`config.mk`:
```
export PLATFORM = sky130hd
export DESIGN_NAME = mas_alarm_top
export DESIGN_NICKNAME = d
export VERILOG_FILES = /design/src/rtl/mas_sync2.v /design/src/rtl/mas_mdio_slave.v /design/src/rtl/mas_alarm_top.v
export VERILOG_INCLUDE_DIRS = /design/src /design/src/rtl
export SDC_FILE = /design/constraint.sdc
export NUM_CORES = 1
export LEC_CHECK = 0
export BUFFER_PORTS_ARGS = -buffer_cell sky130_fd_sc_hd__buf_4
export CAP_MARGIN = 40
export CORE_ASPECT_RATIO = 1.1
export CORE_UTILIZATION = 55
export DETAILED_ROUTE_END_ITERATION = 8
export GPL_TIMING_DRIVEN = 0
export MAX_ROUTING_LAYER = met4
export PLACE_DENSITY = 0.78
export SLEW_MARGIN = 30
export SYNTH_ARGS = -nofsm -noshare
export SYNTH_HDL_FRONTEND = slang
export SYNTH_SLANG_ARGS = --single-unit
```
`constraint.sdc`:
```
create_clock -name clk_i -period 2.75 [get_ports clk_i]
set_clock_uncertainty 0.1 [all_clocks]
set_input_delay 0.55 -clock clk_i [delete_from_list [all_inputs] [get_ports clk_i]]
set_output_delay 0.55 -clock clk_i [all_outputs]
set_load 0.1 [all_outputs]
```
`src/rtl/mas_defines.vh`:
```
`ifndef MAS_DEFINES_VH
`define MAS_DEFINES_VH
// wishbone register byte offsets
`define MAS_REG_LATCH 8'h00
`define MAS_REG_MASK 8'h04
`define MAS_REG_MAP 8'h08
`define MAS_REG_LIVE 8'h0C
`define MAS_REG_IRQ_STAT 8'h10
`define MAS_REG_IRQ_MASK 8'h14
// condition bit positions
`define MAS_BIT_HIPWR 0
`define MAS_BIT_READY 1
`define MAS_BIT_FAULT 2
`define MAS_BIT_LOS 3
`define MAS_NUM_SRC 8
// alarm map: three 3-bit source selects
`define MAS_MAP_RESET 9'h088
`define MAS_MASK_RESET 8'hFF
// interrupt status bits
`define MAS_IRQ_SUMMARY 0
`define MAS_IRQ_MDIO_RD 1
// mdio frame fields
`define MAS_ST_C45 2'h0
`define MAS_OP_ADDR 2'h0
`define MAS_OP_WRITE 2'h1
`define MAS_OP_READ 2'h3
`define MAS_OP_RINC 2'h2
`define MAS_PREAMBLE_MIN 6'h20
// mdio register addresses (within any device)
`define MAS_MDIO_LATCH 16'h0000
`define MAS_MDIO_MASK 16'h0001
`define MAS_MDIO_MAP 16'h0002
`define MAS_MDIO_LIVE 16'h0003
// timing
`define MAS_MDC_MAX_HZ 4000000
`define MAS_CLK_HZ 40000000
`define MAS_MDC_MIN_CYC (`MAS_CLK_HZ / `MAS_MDC_MAX_HZ)
`endif

```
`src/rtl/mas_sync2.v`:
```
`timescale 1ns/10ps
`default_nettype none
// ****************************************
// two flip-flop synchroniser, one per bit
// ****************************************
module mas_sync2 #(
  parameter W = 1,
  parameter [W-1:0] INIT = {W{1'b0}}
) (
  input wire clk_i,
  input wire rst_i,
  input wire [W-1:0] d_i,
  output reg [W-1:0] q_o
);
  reg [W-1:0] meta_reg;
  always @(posedge clk_i) begin
    if (rst_i) begin
      meta_reg <= INIT;
      q_o <= INIT;
    end else begin
      meta_reg <= d_i;
      q_o <= meta_reg;
    end
  end
endmodule
`default_nettype wire

```
`src/rtl/mas_mdio_slave.v`:
```
`timescale 1ns/10ps
`default_nettype none
`include "mas_defines.vh"
// ****************************************
// clause 45 management slave on sampled mdc
// ****************************************
module mas_mdio_slave (
  input wire clk_i,
  input wire rst_i,
  input wire mdc_i,
  input wire mdio_in_i,
  input wire [4:0] port_addr_i,
  output reg mdio_out_o,
  output reg mdio_oe_o,
  output reg wr_o,
  output reg rd_o,
  output reg [15:0] addr_o,
  output reg [15:0] wdata_o,
  input wire [15:0] rdata_i
);
  localparam S_PRE = 4'b0001;
  localparam S_HDR = 4'b0010;
  localparam S_TA = 4'b0100;
  localparam S_DATA = 4'b1000;
  wire mdc_s;
  wire mdio_s;
  reg mdc_d_reg;
  reg [3:0] state_reg;
  reg [5:0] cnt_reg;
  reg [13:0] hdr_reg;
  reg [15:0] sh_reg;
  reg hit_reg;
  reg [1:0] op_reg;
  wire rise = mdc_s & ~mdc_d_reg;
  wire fall = ~mdc_s & mdc_d_reg;
  wire [13:0] hdr_next = {hdr_reg[12:0], mdio_s};
  mas_sync2 #(.W(2), .INIT(2'b11)) u_sync (
    .clk_i(clk_i),
    .rst_i(rst_i),
    .d_i({mdc_i, mdio_in_i}),
    .q_o({mdc_s, mdio_s})
  );
  always @(posedge clk_i) begin
    wr_o <= 1'b0;
    rd_o <= 1'b0;
    if (rst_i) begin
      mdc_d_reg <= 1'b1;
      state_reg <= S_PRE;
      cnt_reg <= 6'h00;
      hdr_reg <= 14'h0000;
      sh_reg <= 16'h0000;
      hit_reg <= 1'b0;
      op_reg <= 2'h0;
      mdio_out_o <= 1'b1;
      mdio_oe_o <= 1'b0;
      addr_o <= 16'h0000;
      wdata_o <= 16'h0000;
    end else begin
      mdc_d_reg <= mdc_s;
      case (state_reg)
        S_PRE: begin
          mdio_oe_o <= 1'b0;
          if (rise) begin
            if (mdio_s) begin
              if (cnt_reg != 6'h3F) cnt_reg <= cnt_reg + 6'h01;
            end else begin
              if (cnt_reg >= `MAS_PREAMBLE_MIN) begin
                state_reg <= S_HDR;
                hdr_reg <= 14'h0000;
              end
              cnt_reg <= 6'h00;
            end
          end
        end
        S_HDR: begin
          // st(second bit), op, prtad, devad: 13 bits after first st bit
          if (rise) begin
            hdr_reg <= hdr_next;
            cnt_reg <= cnt_reg + 6'h01;
            if (cnt_reg == 6'h0C) begin
              op_reg <= hdr_next[11:10];
              hit_reg <= (hdr_next[12] == 1'b0) && (hdr_next[9:5] == port_addr_i);
              cnt_reg <= 6'h00;
              state_reg <= S_TA;
              // strobe now: data capture and clear-on-read fall on one edge
              if (hdr_next[11] && hdr_next[12] == 1'b0 && hdr_next[9:5] == port_addr_i)
                rd_o <= 1'b1;
            end
          end
        end
        S_TA: begin
          if (rd_o) sh_reg <= rdata_i;
          if (rise) begin
            cnt_reg <= cnt_reg + 6'h01;
            if (cnt_reg == 6'h01) begin
              cnt_reg <= 6'h00;
              state_reg <= S_DATA;
            end
          end
          // read: release during first ta bit, drive zero on second
          if (fall && hit_reg && op_reg[1] && cnt_reg == 6'h01) begin
            mdio_oe_o <= 1'b1;
            mdio_out_o <= 1'b0;
          end
        end
        S_DATA: begin
          if (hit_reg && op_reg[1] && fall) begin
            mdio_out_o <= sh_reg[15];
            sh_reg <= {sh_reg[14:0], 1'b0};
          end
          if (rise) begin
            if (!op_reg[1]) sh_reg <= {sh_reg[14:0], mdio_s};
            cnt_reg <= cnt_reg + 6'h01;
            if (cnt_reg == 6'h0F) begin
              cnt_reg <= 6'h00;
              state_reg <= S_PRE;
              if (hit_reg) begin
                case (op_reg)
                  `MAS_OP_ADDR: addr_o <= {sh_reg[14:0], mdio_s};
                  `MAS_OP_WRITE: begin
                    wdata_o <= {sh_reg[14:0], mdio_s};
                    wr_o <= 1'b1;
                  end
                  `MAS_OP_RINC: addr_o <= addr_o + 16'h0001;
                  default: addr_o <= addr_o;
                endcase
              end
            end
          end
        end
        default: state_reg <= S_PRE;
      endcase
      if (state_reg == S_PRE && fall) mdio_oe_o <= 1'b0;
    end
  end
endmodule
`default_nettype wire

```
`src/rtl/mas_alarm_top.v`:
```
`timescale 1ns/10ps
`default_nettype none
`include "mas_defines.vh"
module mas_alarm_top (
  input wire clk_i,
  input wire rst_i,
  // wishbone slave
  input wire wb_cyc_i,
  input wire wb_stb_i,
  input wire wb_we_i,
  input wire [7:0] wb_adr_i,
  input wire [3:0] wb_sel_i,
  input wire [31:0] wb_dat_i,
  output reg [31:0] wb_dat_o,
  output reg wb_ack_o,
  output wire irq_o,
  // module condition inputs, from module logic on clk_i
  input wire high_power_reached_i,
  input wire unit_ready_flag_i,
  input wire unit_fault_flag_i,
  input wire light_below_threshold_i,
  input wire [3:0] aux_cond_i,
  input wire init_done_i,
  // alarm pins
  output reg remappable_alert_out_one_o,
  output reg remappable_alert_out_two_o,
  output reg remappable_alert_out_three_o,
  output reg receive_light_lost_o,
  output wire unit_missing_strap_o,
  output wire summary_alert_low_o,
  output reg summary_alert_low_oe_o,
  // management pins
  input wire mdc_i,
  input wire mdio_i,
  output wire mdio_o,
  output wire mdio_oe_o,
  input wire port_addr_bit0_i,
  input wire port_addr_bit1_i,
  input wire port_addr_bit2_i,
  input wire port_addr_bit3_i,
  input wire port_addr_bit4_i
);
  // ****************************************
  // condition sources and synchronisers
  // ****************************************
  wire [4:0] port_addr_s;
  wire [7:0] live_cond;
  reg [7:0] latched_condition_set_reg;
  reg [7:0] mask_reg;
  reg [8:0] map_reg;
  reg [7:0] live_d_reg;
  reg [1:0] irq_stat_reg;
  reg [1:0] irq_mask_reg;
  reg summary_d_reg;
  wire m_wr;
  wire m_rd;
  wire [15:0] m_addr;
  wire [15:0] m_wdata;
  reg [15:0] m_rdata;
  wire wb_hit = wb_cyc_i & wb_stb_i & ~wb_ack_o;
  wire wb_wr = wb_hit & wb_we_i & wb_sel_i[0];
  wire wb_rd = wb_hit & ~wb_we_i;
  wire latch_rd = (wb_rd && wb_adr_i == `MAS_REG_LATCH) ||
    (m_rd && m_addr == `MAS_MDIO_LATCH);
  wire summary;

  mas_sync2 #(.W(5), .INIT(5'h00)) u_padr (
    .clk_i(clk_i),
    .rst_i(rst_i),
    .d_i({port_addr_bit4_i, port_addr_bit3_i, port_addr_bit2_i, port_addr_bit1_i,
      port_addr_bit0_i}),
    .q_o(port_addr_s)
  );

  assign live_cond = {aux_cond_i, light_below_threshold_i, unit_fault_flag_i,
    unit_ready_flag_i, high_power_reached_i};

  // ****************************************
  // latched conditions, mask, summary alert
  // ****************************************
  always @(posedge clk_i) begin
    if (rst_i) begin
      latched_condition_set_reg <= 8'h00;
      live_d_reg <= 8'h00;
    end else begin
      live_d_reg <= live_cond;
      // new rising event wins over a clearing read
      latched_condition_set_reg <= (latch_rd ? 8'h00 : latched_condition_set_reg)
        | (live_cond & ~live_d_reg);
    end
  end

  assign summary = |(latched_condition_set_reg & mask_reg);
  // open drain: data is always low, enable pulls the line
  assign summary_alert_low_o = 1'b0;
  assign unit_missing_strap_o = 1'b0;

  // ****************************************
  // alarm pin outputs
  // ****************************************
  always @(posedge clk_i) begin
    if (rst_i) begin
      remappable_alert_out_one_o <= 1'b0;
      remappable_alert_out_two_o <= 1'b0;
      remappable_alert_out_three_o <= 1'b0;
      receive_light_lost_o <= 1'b0;
      summary_alert_low_oe_o <= 1'b0;
    end else if (!init_done_i) begin
      remappable_alert_out_one_o <= 1'b0;
      remappable_alert_out_two_o <= 1'b0;
      // pin three's mapped source (fault with the reset map) is reported even while initializing
      remappable_alert_out_three_o <= live_cond[map_reg[8:6]];
      receive_light_lost_o <= 1'b0;
      summary_alert_low_oe_o <= 1'b0;
    end else begin
      remappable_alert_out_one_o <= live_cond[map_reg[2:0]];
      remappable_alert_out_two_o <= live_cond[map_reg[5:3]];
      remappable_alert_out_three_o <= live_cond[map_reg[8:6]];
      receive_light_lost_o <= light_below_threshold_i;
      summary_alert_low_oe_o <= summary;
    end
  end

  // ****************************************
  // configuration writes from either bus; irq mask from wishbone only
  // ****************************************
  always @(posedge clk_i) begin
    if (rst_i) begin
      mask_reg <= `MAS_MASK_RESET;
      map_reg <= `MAS_MAP_RESET;
      irq_mask_reg <= 2'b00;
    end else begin
      if (wb_wr && wb_adr_i == `MAS_REG_MASK) mask_reg <= wb_dat_i[7:0];
      if (wb_wr && wb_adr_i == `MAS_REG_MAP) map_reg <= wb_dat_i[8:0];
      if (wb_wr && wb_adr_i == `MAS_REG_IRQ_MASK) irq_mask_reg <= wb_dat_i[1:0];
      if (m_wr && m_addr == `MAS_MDIO_MASK) mask_reg <= m_wdata[7:0];
      if (m_wr && m_addr == `MAS_MDIO_MAP) map_reg <= m_wdata[8:0];
    end
  end

  // ****************************************
  // interrupt status, write one to clear
  // ****************************************
  always @(posedge clk_i) begin
    if (rst_i) begin
      irq_stat_reg <= 2'b00;
      summary_d_reg <= 1'b0;
    end else begin
      summary_d_reg <= summary;
      irq_stat_reg <= (irq_stat_reg &
        ~((wb_wr && wb_adr_i == `MAS_REG_IRQ_STAT) ? wb_dat_i[1:0] : 2'b00))
        | {m_rd | m_wr, summary & ~summary_d_reg};
    end
  end
  assign irq_o = |(irq_stat_reg & irq_mask_reg);

  // ****************************************
  // wishbone slave, ack one cycle after request
  // ****************************************
  always @(posedge clk_i) begin
    if (rst_i) begin
      wb_ack_o <= 1'b0;
      wb_dat_o <= 32'h00000000;
    end else begin
      wb_ack_o <= wb_hit;
      if (wb_rd) begin
        case (wb_adr_i)
          `MAS_REG_LATCH: wb_dat_o <= {24'h000000, latched_condition_set_reg};
          `MAS_REG_MASK: wb_dat_o <= {24'h000000, mask_reg};
          `MAS_REG_MAP: wb_dat_o <= {23'h000000, map_reg};
          `MAS_REG_LIVE: wb_dat_o <= {24'h000000, live_cond};
          `MAS_REG_IRQ_STAT: wb_dat_o <= {30'h00000000, irq_stat_reg};
          `MAS_REG_IRQ_MASK: wb_dat_o <= {30'h00000000, irq_mask_reg};
          default: wb_dat_o <= 32'h00000000;
        endcase
      end
    end
  end

  // ****************************************
  // management slave and its read mux
  // ****************************************
  always @* begin
    case (m_addr)
      `MAS_MDIO_LATCH: m_rdata = {8'h00, latched_condition_set_reg};
      `MAS_MDIO_MASK: m_rdata = {8'h00, mask_reg};
      `MAS_MDIO_MAP: m_rdata = {7'h00, map_reg};
      `MAS_MDIO_LIVE: m_rdata = {8'h00, live_cond};
      default: m_rdata = 16'h0000;
    endcase
  end

  mas_mdio_slave u_mdio (
    .clk_i(clk_i),
    .rst_i(rst_i),
    .mdc_i(mdc_i),
    .mdio_in_i(mdio_i),
    .port_addr_i(port_addr_s),
    .mdio_out_o(mdio_o),
    .mdio_oe_o(mdio_oe_o),
    .wr_o(m_wr),
    .rd_o(m_rd),
    .addr_o(m_addr),
    .wdata_o(m_wdata),
    .rdata_i(m_rdata)
  );
endmodule
`default_nettype wire

```
==> flow_summary.json <==
{
  "yosysSeqAreaShare_pct": 40.2,
  "grt_overflow": 0,
  "cts_setup_buffers": 0,
  "combPwrFrac_pct": 14.5,
  "grt_pass1_vias": 5884,
  "ys_top_cells_by_area": "dfxtp_1, mux2i_1, nor2_1",
  "htree_levels": 4,
  "cp.arrival_ns": 2.56,
  "syn-instance-count": 756,
  "routabilityCongestion": 0.968,
  "antenna_found_initial": 0,
  "synth_edf_count": 0,
  "hold_viol_final": 0,
  "fin_crit_sh_pct": 87.0,
  "period_needed_ns": 2.39,
  "endpoint_kind": "flip-flop",
  "synthToLayoutAreaGrowth_pct": 19.1,
  "cts_tree": "yes",
  "max_cap_viol_count": 0,
  "ant_nets": 0,
  "switching_power_w": 0.00144,
  "drive_above_1_share_pct": 18.1,
  "pwr-share-seq_pct": 40.1,
  "grt_max_degree": 17,
  "dpl.hpwl_um": 13400,
  "fin_cells": 1020,
  "initial_core_util_pct": 56.7,
  "crit_fanout": 10,
  "ys_types": 67,
  "syn_avg_cell_area_sq_um": 9.10,
  "fin_nets": 925,
  "core.rowCount": 42,
  "worstSetupPathType": "reg2reg",
  "maxSlewHeadroom_pct": 46.6,
  "rsz0062_at_grt": "false",
  "crit_path_start_kind": "flip-flop",
  "vias": 6349,
  "status": "completed",
  "fmaxAchievable_mhz": 418,
  "synth_async_sr_flop_share_pct": 0,
  "viasPerCell": 6.22,
  "drt-total-wl_um": 19000,
  "max-vdd-ir-drop_mv": 0.472,
  "leakage_nw": 3.22,
  "cts_buffers": 17,
  "worst_pin_slew_ns": 0.798,
  "drtIter0Drc": 529,
  "yosys.area.top_type": "dfxtp_1",
  "cts_sinks": 138,
  "finalMaxSlewViolations": 0,
  "core_sq_mm": 0.0121,
  "path_clk_slew_ns": 0.06,
  "dr.pass1.iters": 5,
  "drcViolationCount": 0,
  "die_w_um": 109,
  "dp.cells": 988,
  "cts_hold_buf": 0,
  "yosysTopAreaCellShare_pct": 40.2,
  "clockBufferDepth": 2,
  "syn_area_sq_mm": 0.00688,
  "root_buffer": "clkbuf_16",
  "clkPwrFrac_pct": 45.5,
  "grt_usage_pct": 30.8,
  "fp.dieH_um": 119,
  "port_buffers": 54,
  "diodes": 0,
  "synthFlopType": "dfxtp_1",
  "wl_per_cell_um": 18.6,
  "fp.dieArea_sq_mm": 0.0130,
  "power.density_mw_per_mm2": 641,
  "hold_class": "in2reg",
  "grt_pass1_wl_um": 29700,
  "ys_warn_count": 0,
  "cts_resized": 0,
  "cp_data_required_time_ns": 2.92,
  "intPower_w": 0.00382,
  "boundaryPins": 108,
  "final.setup.tns_ns": 0,
  "ys_seq_elements": 138,
  "setup_viol": 0,
  "switching_share_pct": 27.3,
  "total_power_w": 0.00526,
  "insertion_delay_ns": 0.42
}
[power groups by stage]
stage,logic [W],clock network [W],registers [W]
after global placement,0.000730,0,0.00214
final,0.000760,0.00239,0.00211
after detailed placement,0.000739,0,0.00215
after CTS,0.000745,0.00241,0.00211
after global routing,0.000803,0.00250,0.00211
after floorplan,0.000537,0,0.00217
[cell usage in the layout (no fill, tap or decap), types with 14 or more instances in the layout]
master,instances
nand2_1,36
a22oi_1,32
nand3_1,24
a22o_1,16
clkbuf_16,17
clkbuf_1,33
conb_1,25
buf_4,80
nor2b_1,27
a21oi_1,41
o21ai_0,18
inv_1,20
nor3_1,14
nor2_1,83
a211oi_1,23
mux2i_1,48
dfxtp_1,138
[through the flow]
stage / hold WS (ns) / utilization [%] / instance area, sq um / setup WS, ns
4_1_cts: 0.199 / 67.5 / 8190 / 0.398
5_1_grt: 0.203 / 67.5 / 8190 / 0.186
2_1_floorplan: 0.289 / - / 6970 / 0.468
3_3_place_gp: 0.294 / 62.3 / 7570 / 0.193
3_5_place_dp: 0.297 / 62.3 / 7570 / 0.125
6_report: 0.209 / 67.5 / 8190 / 0.359
[worst paths after layout]
check                            startpoint                         to  slack (ns)  cells past startpoint
setup reg to reg           u_mdio.op_reg[1]          u_mdio.addr_o[15]        0.36                      7
setup / recovery           u_mdio.op_reg[1]          u_mdio.addr_o[15]        0.36                      7
hold reg to reg   u_mdio.u_sync.meta_reg[0]       u_mdio.u_sync.q_o[0]        0.31                      1
hold / removal                        mdc_i  u_mdio.u_sync.meta_reg[1]        0.21                      2
[cell type report]
type                            instances  area (sq um)
Fill cell                             958          3950
Multi-Input combinational cell        547          3730
Sequential cell                       138          2760
Clock buffer                           22           484
Timing Repair Buffer                   54           405
Buffer                                 75           400
Tap cell                              154           193
Clock inverter                         10           140
Inverter                               20          75.1
[synthesized netlist by cell type (10+ instances only)]
library cell  instances
buf_4                26
a22oi_1              32
a21oi_1              41
inv_1                20
a22o_1               16
buf_2                11
a211oi_1             23
mux4_2               12
nor3_1               14
clkbuf_1             32
nand4_1              10
mux2i_1              48
nand2_1              36
nor2_1               83
nand3_1              24
o21ai_0              18
dfxtp_1             138
nor2b_1              27
[metal layers]
layer  global-route usage, %  vias to the layer above  routed length [um]
met5                       -                        -                   0
met4                    16.9                        0                 849
met1                    35.0                     2945                7350
met3                    6.62                       82                1700
li1                        -                     2936                   -
met2                    50.1                      386                9090
[cell families (layout without fill, tap and decap cells)]
logic type / Yosys count / in the layout / share of synthesized area [%]
and+or+nand+nor: 256 / 256 / 20.1
AOI/OAI and AO/OA: 188 / 188 / 19.1
DFF: 138 / 138 / 40.2
buffers and inverters: 95 / 181 / 6.91
muxes: 62 / 62 / 11.2
xor gates and xnor gates: 9 / 9 / 1.15
adders and majority gates: 7 / 7 / 1.27
other: 1 / 25 / 0.0545
[critical path, cell delays in order, from the launching register on]
cell	delay [ns]
dfxtp_1	0.34
clkbuf_1	0.39
nor2b_1	0.19
clkbuf_1	0.34
clkbuf_1	0.49
o21ai_0	0.17
a21oi_1	0.15
a211oi_1	0.06
No activity file was read; power rests on OpenSTA's default activity.
